`src/shared/sscm_pkg.sv`:
```
// sscm_pkg: constants and types for the stop and subclock mode controller
// assumes a 32-bit apb slave with word-aligned registers
package sscm_pkg;
    // ------------------------------------------------------------------
    // register offsets (byte addresses)
    // ------------------------------------------------------------------
    localparam logic [7:0] OFF_PROC_CLK_CTRL = 8'h00;
    localparam logic [7:0] OFF_STAB_TIME     = 8'h04;
    localparam logic [7:0] OFF_STOP_CTRL     = 8'h08;
    localparam logic [7:0] OFF_PERIPH_CFG    = 8'h0c;
    localparam logic [7:0] OFF_STATUS        = 8'h10;
    localparam logic [7:0] OFF_DAC_CTRL      = 8'h14;
    // ------------------------------------------------------------------
    // field positions
    // ------------------------------------------------------------------
    localparam int PCC_DIV_LSB   = 0;
    localparam int PCC_SUBSEL    = 3;
    localparam int PCC_CLS       = 4;
    localparam int PCC_MOSC_STOP = 6;
    localparam int PCFG_WDT_IOSC = 0;
    localparam int PCFG_WDT_SUB  = 1;
    localparam int PCFG_CSI_LSB  = 2;
    localparam int PCFG_UART0EXT = 7;
    // ------------------------------------------------------------------
    // reset values and counts
    // ------------------------------------------------------------------
    localparam logic [2:0] DIV_RST         = 3'h3;
    localparam logic [2:0] STAB_SEL_RST    = 3'h4;
    localparam int         STAB_EXP_BASE   = 12;
    localparam int         STAB_EXP_MAX    = 16;
    localparam int         CLS_SYNC_CYC    = 4;
    localparam int         DAC_SETTLE_CYC  = 8;
    // ------------------------------------------------------------------
    // types
    // ------------------------------------------------------------------
    typedef enum logic [1:0] {
        ST_RUN    = 2'b00,
        ST_STOP   = 2'b01,
        ST_STABLE = 2'b10
    } sscm_state_t;

    typedef struct packed {
        logic       wdt2_run;
        logic [4:0] csi_run;
        logic       i2c_run;
        logic [2:0] uart_run;
        logic       adc_halt;
        logic       adc_invalid;
        logic       dac_hiz;
        logic       rto_hold;
        logic       port_hold;
        logic       cpu_hold;
    } sscm_periph_t;
endpackage

```
`src/verilog/sscm_stab_timer.sv`:
```
// sscm_stab_timer: oscillation stabilisation counter
// assumes load and enable are synchronous to clk
`timescale 1ns/100ps
module sscm_stab_timer #(
    parameter int WIDTH = 17
) (
    input  wire logic             clk,     // system clock
    input  wire logic             rst_n,   // async reset, active low
    input  wire logic             ce,      // clock enable
    input  wire logic             load,    // start a new wait
    input  wire logic [WIDTH-1:0] length,  // wait length in cycles
    output logic                  ovf      // one-cycle overflow pulse
);
    logic [WIDTH-1:0] cnt_r;
    logic [WIDTH-1:0] cnt_nxt;
    logic             run_r;
    logic             run_nxt;
    logic             ovf_r;
    logic             ovf_nxt;

    always_comb begin
        cnt_nxt = cnt_r;
        run_nxt = run_r;
        ovf_nxt = 1'b0;
        if (load) begin
            cnt_nxt = length;
            run_nxt = 1'b1;
        end else if (run_r) begin
            if (cnt_r <= WIDTH'(1)) begin
                run_nxt = 1'b0;
                ovf_nxt = 1'b1;
                cnt_nxt = '0;
            end else begin
                cnt_nxt = cnt_r - WIDTH'(1);
            end
        end
    end

    always_ff @(posedge clk or negedge rst_n) begin
        if (!rst_n) begin
            cnt_r <= '0;
            run_r <= 1'b0;
            ovf_r <= 1'b0;
        end else if (ce) begin
            cnt_r <= cnt_nxt;
            run_r <= run_nxt;
            ovf_r <= ovf_nxt;
        end
    end

    assign ovf = ovf_r;
endmodule

```
`src/verilog/sscm_top.sv`:
```
// sscm_top: stop mode and subclock mode controller with apb registers
// assumes apb master on CLK; wake sources and peripheral clock selects synchronous
`timescale 1ns/100ps
// Summary of operation
// - leave stop on nmi, unmasked interrupt from running unit, or reset
// - watchdog 2 counts in stop only on internal osc, or subclock when used
// - clocked serial units run in stop only with external serial clock
// - two-wire and async serial units halt, unit zero runs on external baud
// - converter halts in stop, restarts after; results around stop flagged invalid
// - dac running at stop entry halts and floats its pin
// - dac resumes after stop, restores prior level after settling time
// - realtime output unit halts in stop, output pins frozen
// - ports keep configuration and pin state through stop
// - cpu registers, flags and ram are preserved during stop
// - interrupt release loads stabilisation counter, resume on overflow
// - reset restores stabilisation select to 2^16 main periods; reset release itself has no wait
// - writing subclock select in normal mode switches system clock to subclock
// - read-only clock source status shows switch to subclock done
// - writing main osc stop halts main oscillator, whether or not subclock is selected
module sscm_top #(
    parameter int STAB_W = 17
) (
    input  wire logic                  CLK,          // system clock
    input  wire logic                  RST_N,        // async reset, active low
    input  wire logic                  CE,           // clock enable
    input  wire logic                  PSEL,         // apb select
    input  wire logic                  PENABLE,      // apb enable
    input  wire logic                  PWRITE,       // apb write
    input  wire logic [7:0]            PADDR,        // apb address
    input  wire logic [31:0]           PWDATA,       // apb write data
    output logic      [31:0]           PRDATA,       // apb read data
    output logic                       PREADY,       // apb ready
    output logic                       PSLVERR,      // apb error
    input  wire logic                  NMI_REQ,      // non-maskable wake
    input  wire logic                  INT_REQ,      // unmasked interrupt from running unit
    input  wire logic                  SUB_USED,     // subclock oscillator in use
    input  wire logic                  WDT2_IOSC,    // watchdog 2 on internal osc
    input  wire logic                  WDT2_SUB,     // watchdog 2 on subclock
    input  wire logic [4:0]            CSI_EXTCLK,   // clocked serial unit on ext clock
    input  wire logic                  UART0_EXTCLK, // async unit zero on ext baud clock
    input  wire logic                  ADC_BUSY,     // converter busy
    input  wire logic                  DAC_ACTIVE,   // dac converting
    input  wire logic                  SUB_READY,    // subclock switch acknowledged
    output sscm_pkg::sscm_periph_t     PERIPH,       // peripheral run and hold controls
    output logic                       MAIN_OSC_EN,  // main oscillator enable
    output logic                       SYSCLK_SUB,   // system clock from subclock
    output logic      [2:0]            SYS_DIV,      // system clock divider
    output logic                       DAC_OE_N,     // dac pin enable, low drives
    output logic                       DAC_RESTORE,  // dac settled, prior level back
    output logic                       IN_STOP       // stop mode active
);
    // ------------------------------------------------------------------
    // registers
    // ------------------------------------------------------------------
    logic [2:0]            div_r,      div_nxt;
    logic                  subsel_r,   subsel_nxt;
    logic                  moscstp_r,  moscstp_nxt;
    logic [2:0]            stab_r,     stab_nxt;
    logic                  adc_inv_r,  adc_inv_nxt;
    logic                  dac_hold_r, dac_hold_nxt;
    logic [3:0]            settle_r,   settle_nxt;
    logic                  cls_r,      cls_nxt;
    logic [2:0]            cls_cnt_r,  cls_cnt_nxt;
    logic [31:0]           rdata_r,    rdata_nxt;
    logic                  err_r,      err_nxt;
    logic                  ready_r,    ready_nxt;
    sscm_pkg::sscm_state_t state_r,    state_nxt;
    logic                  stab_load;
    logic                  stab_ovf;
    logic [STAB_W-1:0]     stab_len;
    logic                  wr_en;
    logic                  rd_en;
    logic                  stop_req;
    logic                  wake;

    // writes commit at the edge that completes the transfer, with pready high
    assign wr_en    = PSEL && PENABLE && PWRITE && ready_r;
    assign rd_en    = PSEL && PENABLE && !PWRITE && !ready_r;
    assign stop_req = wr_en && (PADDR == sscm_pkg::OFF_STOP_CTRL) && PWDATA[0];
    assign wake     = NMI_REQ || INT_REQ;

    // ------------------------------------------------------------------
    // stabilisation length: 2^(base+sel), capped at 2^16
    // ------------------------------------------------------------------
    always_comb begin
        int e;
        e = sscm_pkg::STAB_EXP_BASE + int'(stab_r);
        if (e > sscm_pkg::STAB_EXP_MAX) begin
            e = sscm_pkg::STAB_EXP_MAX;
        end
        stab_len = STAB_W'(1) << e;
    end

    sscm_stab_timer #(
        .WIDTH (STAB_W)
    ) u_stab (
        .clk    (CLK),
        .rst_n  (RST_N),
        .ce     (CE),
        .load   (stab_load),
        .length (stab_len),
        .ovf    (stab_ovf)
    );

    // ------------------------------------------------------------------
    // stop sequencer
    // ------------------------------------------------------------------
    always_comb begin
        state_nxt    = state_r;
        stab_load    = 1'b0;
        adc_inv_nxt  = adc_inv_r;
        dac_hold_nxt = dac_hold_r;
        settle_nxt   = settle_r;
        case (state_r)
            sscm_pkg::ST_RUN: begin
                if (settle_r != 4'h0) begin
                    settle_nxt = settle_r - 4'h1;
                end
                if (stop_req && !wake) begin
                    // pending wake cancels entry at once
                    state_nxt = sscm_pkg::ST_STOP;
                    if (ADC_BUSY) begin
                        adc_inv_nxt = 1'b1;
                    end
                    dac_hold_nxt = DAC_ACTIVE;
                end else if (wr_en && PADDR == sscm_pkg::OFF_STATUS && PWDATA[1]) begin
                    adc_inv_nxt = 1'b0;
                end
            end
            sscm_pkg::ST_STOP: begin
                if (wake) begin
                    state_nxt = sscm_pkg::ST_STABLE;
                    stab_load = 1'b1;
                end
            end
            sscm_pkg::ST_STABLE: begin
                if (stab_ovf) begin
                    state_nxt = sscm_pkg::ST_RUN;
                    if (dac_hold_r) begin
                        settle_nxt = 4'(sscm_pkg::DAC_SETTLE_CYC);
                    end
                    dac_hold_nxt = 1'b0;
                end
            end
            default: begin
                state_nxt = sscm_pkg::ST_RUN;
            end
        endcase
    end

    // ------------------------------------------------------------------
    // clock control and status
    // ------------------------------------------------------------------
    always_comb begin
        div_nxt     = div_r;
        subsel_nxt  = subsel_r;
        moscstp_nxt = moscstp_r;
        stab_nxt    = stab_r;
        cls_nxt     = cls_r;
        cls_cnt_nxt = cls_cnt_r;
        if (wr_en && PADDR == sscm_pkg::OFF_PROC_CLK_CTRL) begin
            // software is trusted to keep the divider and its ratio
            div_nxt = PWDATA[sscm_pkg::PCC_DIV_LSB +: 3];
            if (PWDATA[sscm_pkg::PCC_SUBSEL] && state_r == sscm_pkg::ST_RUN) begin
                subsel_nxt = 1'b1;
            end
            moscstp_nxt = PWDATA[sscm_pkg::PCC_MOSC_STOP];
        end
        if (wr_en && PADDR == sscm_pkg::OFF_STAB_TIME) begin
            stab_nxt = PWDATA[2:0];
        end
        // switch completes only after a fixed delay and the clock mux ack
        if (subsel_r && !cls_r) begin
            if (cls_cnt_r != 3'(sscm_pkg::CLS_SYNC_CYC)) begin
                cls_cnt_nxt = cls_cnt_r + 3'h1;
            end else if (SUB_READY) begin
                cls_nxt = 1'b1;
            end
        end
    end

    // ------------------------------------------------------------------
    // apb read and answer
    // ------------------------------------------------------------------
    always_comb begin
        rdata_nxt = rdata_r;
        err_nxt   = 1'b0;
        ready_nxt = PSEL && PENABLE && !ready_r;
        if (rd_en) begin
            if (PADDR == sscm_pkg::OFF_PROC_CLK_CTRL) begin
                rdata_nxt = {25'h0, moscstp_r, 1'b0, cls_r, subsel_r, div_r};
            end else if (PADDR == sscm_pkg::OFF_STAB_TIME) begin
                rdata_nxt = {29'h0, stab_r};
            end else if (PADDR == sscm_pkg::OFF_STOP_CTRL) begin
                rdata_nxt = {31'h0, IN_STOP};
            end else if (PADDR == sscm_pkg::OFF_PERIPH_CFG) begin
                rdata_nxt = {24'h0, UART0_EXTCLK, CSI_EXTCLK, WDT2_SUB, WDT2_IOSC};
            end else if (PADDR == sscm_pkg::OFF_STATUS) begin
                rdata_nxt = {28'h0, state_r, adc_inv_r, dac_hold_r};
            end else if (PADDR == sscm_pkg::OFF_DAC_CTRL) begin
                rdata_nxt = {27'h0, settle_r, DAC_RESTORE};
            end else begin
                rdata_nxt = 32'h0;
                err_nxt   = 1'b1;
            end
        end else if (PSEL && PENABLE && PWRITE && !ready_r) begin
            if (PADDR != sscm_pkg::OFF_PROC_CLK_CTRL && PADDR != sscm_pkg::OFF_STAB_TIME &&
                PADDR != sscm_pkg::OFF_STOP_CTRL && PADDR != sscm_pkg::OFF_STATUS) begin
                err_nxt = 1'b1;
            end
        end
    end

    always_ff @(posedge CLK or negedge RST_N) begin
        if (!RST_N) begin
            // reset reloads the default stabilisation setting
            div_r      <= sscm_pkg::DIV_RST;
            subsel_r   <= 1'b0;
            moscstp_r  <= 1'b0;
            stab_r     <= sscm_pkg::STAB_SEL_RST;
            adc_inv_r  <= 1'b0;
            dac_hold_r <= 1'b0;
            settle_r   <= 4'h0;
            cls_r      <= 1'b0;
            cls_cnt_r  <= 3'h0;
            rdata_r    <= 32'h0;
            err_r      <= 1'b0;
            ready_r    <= 1'b0;
            state_r    <= sscm_pkg::ST_RUN;
        end else if (CE) begin
            div_r      <= div_nxt;
            subsel_r   <= subsel_nxt;
            moscstp_r  <= moscstp_nxt;
            stab_r     <= stab_nxt;
            adc_inv_r  <= adc_inv_nxt;
            dac_hold_r <= dac_hold_nxt;
            settle_r   <= settle_nxt;
            cls_r      <= cls_nxt;
            cls_cnt_r  <= cls_cnt_nxt;
            rdata_r    <= rdata_nxt;
            err_r      <= err_nxt;
            ready_r    <= ready_nxt;
            state_r    <= state_nxt;
        end
    end

    // ------------------------------------------------------------------
    // peripheral controls
    // ------------------------------------------------------------------
    logic halted;
    assign halted = (state_r != sscm_pkg::ST_RUN);

    always_comb begin
        PERIPH          = '0;
        PERIPH.wdt2_run = !halted || WDT2_IOSC || (SUB_USED && WDT2_SUB);
        PERIPH.csi_run  = halted ? CSI_EXTCLK : 5'h1f;
        PERIPH.i2c_run  = !halted;
        PERIPH.uart_run = halted ? {2'b00, UART0_EXTCLK} : 3'h7;
        PERIPH.adc_halt = halted;
        PERIPH.adc_invalid = adc_inv_r;
        PERIPH.dac_hiz  = halted && dac_hold_r;
        PERIPH.rto_hold = halted;
        PERIPH.port_hold = halted;
        PERIPH.cpu_hold = halted;
    end

    assign PRDATA      = rdata_r;
    assign PREADY      = ready_r;
    assign PSLVERR     = err_r && ready_r;
    // main oscillator off while stopped or when software stops it
    assign MAIN_OSC_EN = !(state_r == sscm_pkg::ST_STOP) && !moscstp_r;
    assign SYSCLK_SUB  = cls_r;
    assign SYS_DIV     = div_r;
    assign DAC_OE_N    = !(PERIPH.dac_hiz == 1'b0);
    assign DAC_RESTORE = (state_r == sscm_pkg::ST_RUN) && (settle_r == 4'h1);
    assign IN_STOP     = (state_r == sscm_pkg::ST_STOP);
endmodule

```
`config.mk`:
```
export PLATFORM = sky130hd
export DESIGN_NAME = sscm_top
export DESIGN_NICKNAME = d
export VERILOG_FILES = /design/src/shared/sscm_pkg.sv /design/src/verilog/sscm_stab_timer.sv /design/src/verilog/sscm_top.sv
export SDC_FILE = /design/constraint.sdc
export NUM_CORES = 1
export LEC_CHECK = 0
export BUFFER_PORTS_ARGS = -buffer_cell sky130_fd_sc_hd__clkbuf_2
export CELL_PAD_IN_SITES_DETAIL_PLACEMENT = 0
export CELL_PAD_IN_SITES_GLOBAL_PLACEMENT = 1
export CORE_AREA = 10 10 88 148
export DETAILED_ROUTE_END_ITERATION = 10
export DIE_AREA = 0 0 98 158
export GPL_TIMING_DRIVEN = 0
export HOLD_SLACK_MARGIN = 0.03
export PLACE_DENSITY = 0.66
export SETUP_SLACK_MARGIN = 0.02
export SLEW_MARGIN = 5
export SYNTH_ARGS = -nofsm -noshare
export SYNTH_HDL_FRONTEND = slang
export SYNTH_SLANG_ARGS = --single-unit
```
`constraint.sdc`:
```
create_clock -name CLK -period 2.79 [get_ports CLK]
set_input_delay 0.4185 -clock CLK [delete_from_list [all_inputs] [get_ports CLK]]
set_output_delay 0.4185 -clock CLK [all_outputs]
set_load 0.01 [all_outputs]
```
==> impl_summary.md, run 1 <==
STA
Setup repair after global routing left no endpoint under its margin. The hold violation count in the final report is 0. The setup clock skew after layout is 0.006547 ns. The accumulated negative setup slack is 0 ns. Headroom to the max-slew limit came out at 38.13%. The number of pins with negative max-slew slack in the final report was 0. In the finished design, the share of the clock period the worst path needs comes to between 90% and 100%.

For the pin with the worst max-slew slack, the measured transition is about 0.92 ns. The fmax is 0.3956 GHz. The setup-violating endpoint count in the final report is 0. The worst hold margin is 0.1532 ns. The final worst-path setup slack is 0.2620 ns. The minimum clock period after layout is 2.528 ns.

GRT
The first global-routing pass estimated 15,920 um of wire. Entering global routing, the biggest net connects 50 pins. The total routing usage reported by global routing is 12.61%. The number of global-route vias before repair is around 3,100. The initial antenna violation count is 0. Summed over all layers, the global routing overflow is 0.

Finish
The number of nets in the finished design is 515. After routing the design area is 0.003841 mm^2. The number of antenna diodes is 0.

The area growth from synthesis to layout is 23.44%. In the final layout, the share of cells above drive strength 1 is 28.73%.

Critical path
The number of cells on the worst reg-to-reg path is 6. The slack of the worst reg-to-reg path is 0.26 ns. The start point of the critical path is u_stab.cnt_r[3]. The endpoint identified for the worst register-to-register timing path is u_stab.cnt_r[9].

The critical path launch point type is a flip-flop. The worst register-to-register path begins at u_stab.cnt_r[3]. Data arrives at the worst endpoint at 2.72 ns. The nature of the critical path endpoint is a flip-flop.

Data on the critical path is required at its endpoint by 2.98 ns. Along the worst path, the maximum fanout reaches 10. The type of the worst setup path is flip-flop to flip-flop.

Place
The worst setup slack after placement is between 0.2 and 0.25 ns. The area of placed instances is 0.003681 mm^2. The number of buffers inserted by port buffering is 64.

The congestion estimate from routability-driven global placement came to 0.8093. Summed over all nets, the half-perimeter wirelength after detailed placement is 8011 um.

Pwr
In this run the power density over the cells is 545.7 mW/mm^2. VDD sags by at most approximately 0.26 mV. The power after layout is 2.096 mW. The reported leakage power is 1.861 nW.

CTS
Clock latency on the worst-skew pair, taken at its later pin, is 0.29 ns. Clock-pin slew was measured on the worst setup and hold paths at 0.07 ns. In this run, post-CTS hold repair placed 0 buffers.

The sink count of the clock tree is 49. TritonCTS built the clock tree. The total setup buffers inserted after CTS is 0. The clock passes through at most 2 buffers. The root buffer selected by CTS is sky130_fd_sc_hd__clkbuf_16. The TritonCTS buffer count is 5. The H-tree was split into 2 levels. The number of gates resized after CTS is 0.

Floorplan
The die covers 0.01548 mm^2. The placement row count is 50. In this run the count of I/O pins placed on the die edge is 118. For this configuration, the core starts out at a cell density of 29.43%. The floorplan die width is between 90 and 100 um. The height of the die is 158 um. The core area is ~0.011 mm^2.

Worst hold path
In this run the worst hold path is classified as primary input to asynchronous set/reset pin.

Synthesis
The synthesized area divided by synthesized cell count is about 9 um^2. The commonest cells after synthesis are sky130_fd_sc_hd__dfrtp_1 (46), sky130_fd_sc_hd__nand2_1 (42), sky130_fd_sc_hd__buf_4 (32). Among all cell types in the netlist, the one instantiated most often is sky130_fd_sc_hd__dfrtp_1.

Sequential elements use 39.53% of the synthesized area. In this run the cell area of the synthesized design comes to 0.003112 mm^2. sky130_fd_sc_hd__dfrtp_1 takes more of the synthesized area than any other cell. The share of synthesized flip-flops with an asynchronous set or reset is 100.0%. The share of the synthesized area in the top cell type is between 30% and 40%. The Yosys warning count is 0.

The netlist uses 57 different library cells. The flip-flop cell with the highest count after synthesis is sky130_fd_sc_hd__dfrtp_1. The number of synthesized register bits is 49. In this run, synthesis inferred 0 flip-flops with an integrated enable.

Counting every instance in the synthesized netlist gives 354. After synthesis, the cell types taking the most area are sky130_fd_sc_hd__dfrtp_1 (37%), sky130_fd_sc_hd__buf_4 (7.7%), sky130_fd_sc_hd__nand2_1 (5.1%), sky130_fd_sc_hd__nor2_1 (3.6%), sky130_fd_sc_hd__ha_1 (2.8%).

Detailed routing
The detailed router placed around 2,900 vias in this run. The total wire length is about 9900 um. In the routed design, unresolved DRC markers number 0. After detailed routing, the number of vias per cell comes to 4.969. The number of DRC violations after detailed-routing iteration 0 is 74. In the final routed layout, each cell accounts on average for 17.15 um. The number of optimization iterations in the first detailed-route pass is 4.

The number of nets still failing antenna checks after routing is 0.

Run status
The run finished with clean final reports.

Flow run
Max-cap violations in this run came to 0.
## sequential cells by signal, indices dropped and copies added, names as in the netlist
name,cells
u_stab.ovf,1
PREADY,1
cls_cnt_r,3
stab_r,3
state_r,2
SYSCLK_SUB,1
u_stab.run_r,1
u_stab.cnt_r,17
adc_inv_r,1
PRDATA,8
dac_hold_r,1
err_r,1
settle_r,4
SYS_DIV,3
moscstp_r,1
subsel_r,1
## critical path, stage by stage (launching register included)
cell,delay (ns)
sky130_fd_sc_hd__dfrtp_1,0.42
sky130_fd_sc_hd__nor4_1,0.64
sky130_fd_sc_hd__and4_1,0.41
sky130_fd_sc_hd__a21oi_1,0.18
sky130_fd_sc_hd__clkbuf_1,0.31
sky130_fd_sc_hd__a22o_1,0.25
sky130_fd_sc_hd__a31o_2,0.20
## where the power goes
part	switching (mW)	total, mW	internal, mW
Sequential	0.111	0.917	0.806
Clock	0.276	0.657	0.381
Combinational	0.300	0.522	0.223
## metal layers
| metal | vias to the layer above | track usage (%) | wire, um |
|---|---|---|---|
| met5 | - | 0 | 0 |
| met4 | 0 | 5.702 | 218 |
| met3 | 16 | 3.186 | 557 |
| met2 | 92 | 24.38 | 5548 |
| met1 | 1363 | 12.05 | 3609 |
| li1 | 1406 | - | - |
## worst max path at each step
stage | cells after the start | end | slack [ns]
after floorplan | 4 | stab_r[0] | 0.50
after global placement | 6 | u_stab.cnt_r[9] | 0.24
after detailed placement | 6 | SYS_DIV[2] | 0.23
after CTS | 6 | u_stab.cnt_r[9] | 0.26
after global routing | 6 | u_stab.cnt_r[9] | 0.11
final | 6 | u_stab.cnt_r[9] | 0.26
## kinds of logic after synthesis
family	after synthesis	synth area share, %
adder cells (fa/ha/maj)	7	2.815
buffers and inverters	59	10.98
XOR/XNOR	2	0.5630
AND/OR/NAND/NOR	134	21.71
multiplexers	14	5.227
other	1	0.1205
flip-flops	49	39.53
AO/OA/AOI/OAI	88	19.06
## placed cells by master (no fill, tap or decap), types with 6 or more instances in the layout
master and instances:
sky130_fd_sc_hd__a21oi_1 15, sky130_fd_sc_hd__a22o_1 6, sky130_fd_sc_hd__a31oi_1 12, sky130_fd_sc_hd__buf_4 33, sky130_fd_sc_hd__clkbuf_1 13, sky130_fd_sc_hd__clkbuf_2 63, sky130_fd_sc_hd__conb_1 24, sky130_fd_sc_hd__dfrtp_1 46
sky130_fd_sc_hd__ha_1 7, sky130_fd_sc_hd__inv_1 13, sky130_fd_sc_hd__mux2_2 6, sky130_fd_sc_hd__nand2_1 42, sky130_fd_sc_hd__nand2b_1 7, sky130_fd_sc_hd__nand3_1 8, sky130_fd_sc_hd__nor2_1 30, sky130_fd_sc_hd__nor3_1 12
sky130_fd_sc_hd__o21ai_0 16, sky130_fd_sc_hd__or2_2 6
## final cells by class
type	instances	area, um^2
multi-input combinational	269	1627
clock inverter	1	5.005
buffer	46	292.8
clock buffer	7	152.6
sequential	49	1230
tap	130	162.7
fill	1119	6731
timing repair buffer	64	322.8
inverter	13	48.80
## per-stage QoR
step,util [%],cells
4_1_cts,36.31,579
2_1_floorplan,-,377
5_1_grt,36.33,579
6_report,36.33,579
3_5_place_dp,34.82,571
3_3_place_gp,34.82,571
No activity file was read; power rests on OpenSTA's default activity.
==> inputs of run 2 (changes only) <==
--- a/config.mk
+++ b/config.mk
@@ -6,14 +6,12 @@
 export NUM_CORES = 1
 export LEC_CHECK = 0
 export BUFFER_PORTS_ARGS = -buffer_cell sky130_fd_sc_hd__clkbuf_2
-export CELL_PAD_IN_SITES_DETAIL_PLACEMENT = 0
-export CELL_PAD_IN_SITES_GLOBAL_PLACEMENT = 1
 export CORE_AREA = 10 10 88 148
 export DETAILED_ROUTE_END_ITERATION = 10
 export DIE_AREA = 0 0 98 158
 export GPL_TIMING_DRIVEN = 0
 export HOLD_SLACK_MARGIN = 0.03
-export PLACE_DENSITY = 0.66
+export PLACE_DENSITY = 0.51
 export SETUP_SLACK_MARGIN = 0.02
 export SLEW_MARGIN = 5
 export SYNTH_ARGS = -nofsm -noshare
==> impl_summary.md, run 2 (synthesized netlist as in run 1, its figures left out) <==
Floorplan
The number of placed I/O pins is 118 (unchanged). The height of the die is 158 um (unchanged). The die area is 0.01548 mm^2 (unchanged). The starting density of the core is 29.43% (unchanged). The floorplan die width is 98 um (unchanged).

The placement row count is 50 (unchanged). The core area was 0.01057 mm^2 (unchanged).

Detailed routing
The total wire length was 9821 um (was 9932 um). The number of vias per cell after detailed routing is 5.010 (was 4.969). The number of nets still failing antenna checks after routing came to 0 (unchanged). The remaining routing DRC violations was 0 (unchanged). The number of vias in the routed layout was 2,906 (was 2,877). The wire length per cell is 16.93 um (was 17.15 um).

The number of optimization iterations in the first detailed-route pass is 4 (unchanged). The number of DRC violations after detailed-routing iteration 0 is 108 (was 74).

Critical path
The top cell family by delay on the critical path was simple AND/OR/NAND/NOR gates (unchanged). The nature of the critical path endpoint is a flip-flop (unchanged). The worst-path maximum fanout is 10 (unchanged). The critical path launch point type is a flip-flop (unchanged). The library cell contributing the largest single delay on the critical path is sky130_fd_sc_hd__nor4_1 (unchanged). CP Cell Sequence: nor4_1 -> and4_1 -> a21oi_1 -> clkbuf_1 -> a22o_1 -> a31o_2 (unchanged). The delay of the slowest critical-path stage is 0.67 ns (was 0.64 ns). The data required time at the worst endpoint is 2.97 ns (was 2.98 ns). The type of the worst setup path is flip-flop to flip-flop (unchanged). The critical path buffer and inverter count is 1 (unchanged). The data arrival time at the worst-slack endpoint is 2.72 ns (about the same).

Finish
The proportion of layout cells with a drive suffix above 1 was 28.44% (was 28.73%). The number of standard cells in the layout, taps in and fillers out is 580 (was 579). The flip-flop count of the largest register after layout was 17 (unchanged). The core occupancy in the finished layout came to 36.33% (unchanged).

The number of antenna diodes is 0 (unchanged). The number of nets in the finished design is 516 (was 515). The most common cell after layout, fill and taps aside is sky130_fd_sc_hd__clkbuf_2 (unchanged). The number of filler instances in the final layout came to 1,147 (was 1,119). Top library cells by usage in the layout, fill and taps aside: sky130_fd_sc_hd__clkbuf_2 (63), sky130_fd_sc_hd__dfrtp_1 (46), sky130_fd_sc_hd__nand2_1 (42) (unchanged).

The footprint of the multi-input gates is 0.001627 mm^2 (unchanged). The storage element area is 0.001230 mm^2 (unchanged). The area growth from synthesis to final layout came to 23.44% (unchanged). The register name with the most flops is u_stab.cnt_r (unchanged).

CTS
The maximum clock path buffer count was 2 (unchanged). The total setup buffers inserted after CTS is 0 (unchanged). The TritonCTS clock tree is built (unchanged).

The register clock-pin slew on the reported worst setup and hold paths was 0.07 ns (about the same). The root buffer selected by CTS is sky130_fd_sc_hd__clkbuf_16 (unchanged). The number of buffers inserted by hold repair at cts is 0 (unchanged). The number of H-tree levels was 2 (unchanged). The latest clock arrival within the worst-skew pair came to 0.29 ns (about the same). The sink count of the clock tree is 49 (unchanged). The number of gates resized after CTS is 0 (unchanged).

The TritonCTS buffer count is 5 (unchanged).

STA
The setup-violating endpoint count in the final report is 0 (unchanged). The accumulated negative setup slack is 0 ns (unchanged). The hold violation count in the final report is 0 (unchanged). Unrepaired setup endpoints after global routing: no (unchanged). The final period utilization is 90.83% (was 90.61%). The number of pins with negative max-slew slack in the final report was 0 (unchanged). The fmax came to 0.3946 GHz (was 0.3956 GHz). The minimum clock period after layout is 2.534 ns (was 2.528 ns). The transition time at the pin with the least slew margin came to 0.9345 ns (was 0.9225 ns). The worst hold margin is 0.09111 ns (was 0.1532 ns).

The setup clock skew after layout is 0.008209 ns (was 0.006547 ns). The worst slew margin relative to its limit is 37.32% (was 38.13%).

Pwr
The share of total power in the clock network is 29.5% (was 31.3%). The internal cell power came to 1.366 mW (was 1.409 mW). The reported leakage power came to 1.854 nW (was 1.861 nW).

The total net switching power came to 0.6794 mW (was 0.6868 mW). The power share of the combinational group is 25.7% (was 24.9%). The relative contribution of sequential cells to total power is 44.8% (was 43.8%). The peak supply drop is 0.2541 mV (was 0.2612 mV). The cell area power density is 532.6 mW/mm^2 (was 545.7 mW/mm^2). The fraction of power spent switching nets was 33.21% (was 32.76%).

Place
The number of placed instances with taps included is 571 (unchanged). The placer congestion estimate is 0.8235 (was 0.8093). The half-perimeter wire length of the detailed placement result was 7901 um (was 8011 um).

The number of buffers inserted by port buffering is 64 (unchanged).

GRT
The largest net degree at the start of global routing came to 50 (unchanged). The number of global-route vias before repair is 3,009 (was 3,128). The remaining global-route overflow is 0 (unchanged). The first-pass GRT wire length is 15,680 um (was 15,920 um).

The total routing usage reported by global routing is 12.47% (was 12.61%). The initial antenna violation count came to 0 (unchanged).

Flow run
The max-capacitance violation count is 0 (unchanged).

Worst hold path
The type of the worst min-delay path is primary input to asynchronous set/reset pin (unchanged).

Run status
Status: complete, no violations (unchanged).
## run 2: changes by cell type in the layout (fill, tap and decap cells not counted), sizes merged
cell	change
clkinv	-1
buf	+1
clkinvlp	+1
## run 2: worst paths after layout
path | start | end | slack, ns | cells after the start
hold reg to reg | PRDATA[2] | PRDATA[2] | 0.47 | 2
hold / removal | RST_N | u_stab.cnt_r[7] | 0.09 | 1
setup reg to reg | u_stab.cnt_r[3] | u_stab.cnt_r[9] | 0.26 | 6
min in group CLK | DAC_ACTIVE | dac_hold_r | 0.33 | 2
setup / recovery | u_stab.cnt_r[3] | u_stab.cnt_r[9] | 0.26 | 6
max in group asynchronous | RST_N | stab_r[2] | 2.08 | 2
## run 2: through the flow
| stage | instance area [um^2] | setup slack [ns] | total power, mW |
|---|---|---|---|
| 5_1_grt | 3841 | 0.04455 | 2.199 |
| 3_3_place_gp | 3681 | 0.1850 | 1.436 |
| 3_5_place_dp | 3681 | 0.1599 | 1.452 |
| 2_1_floorplan | 3198 | 0.5040 | 1.272 |
| 6_report | 3841 | 0.2560 | 2.046 |
| 4_1_cts | 3821 | 0.2588 | 2.071 |
## run 2: power groups by stage
stage	registers (mW)	clock network, mW	logic [mW]
finish	0.917	0.603	0.526
global route	0.932	0.659	0.608
CTS	0.915	0.630	0.526
detailed placement	0.929	0	0.523
global placement	0.926	0	0.511
floorplan	0.899	0	0.373
## run 2: layout make-up
type | count | area share, %
sequential | 49 | 32.02
buffer | 46 | 7.622
tap | 130 | 4.235
clock inverter | 1 | 0.1954
timing repair buffer | 65 | 8.860
inverter | 13 | 1.270
clock buffer | 7 | 3.453
multi-input combinational | 269 | 42.35
## run 2: layer usage
layer | routed length [um] | GRT usage, % | part of all wire [%]
met1 | 3658 | 12.50 | 37
met2 | 5379 | 23.38 | 55
met4 | 198 | 5.216 | 2.0
met3 | 584 | 3.448 | 5.9
met5 | 0 | 0 | 0
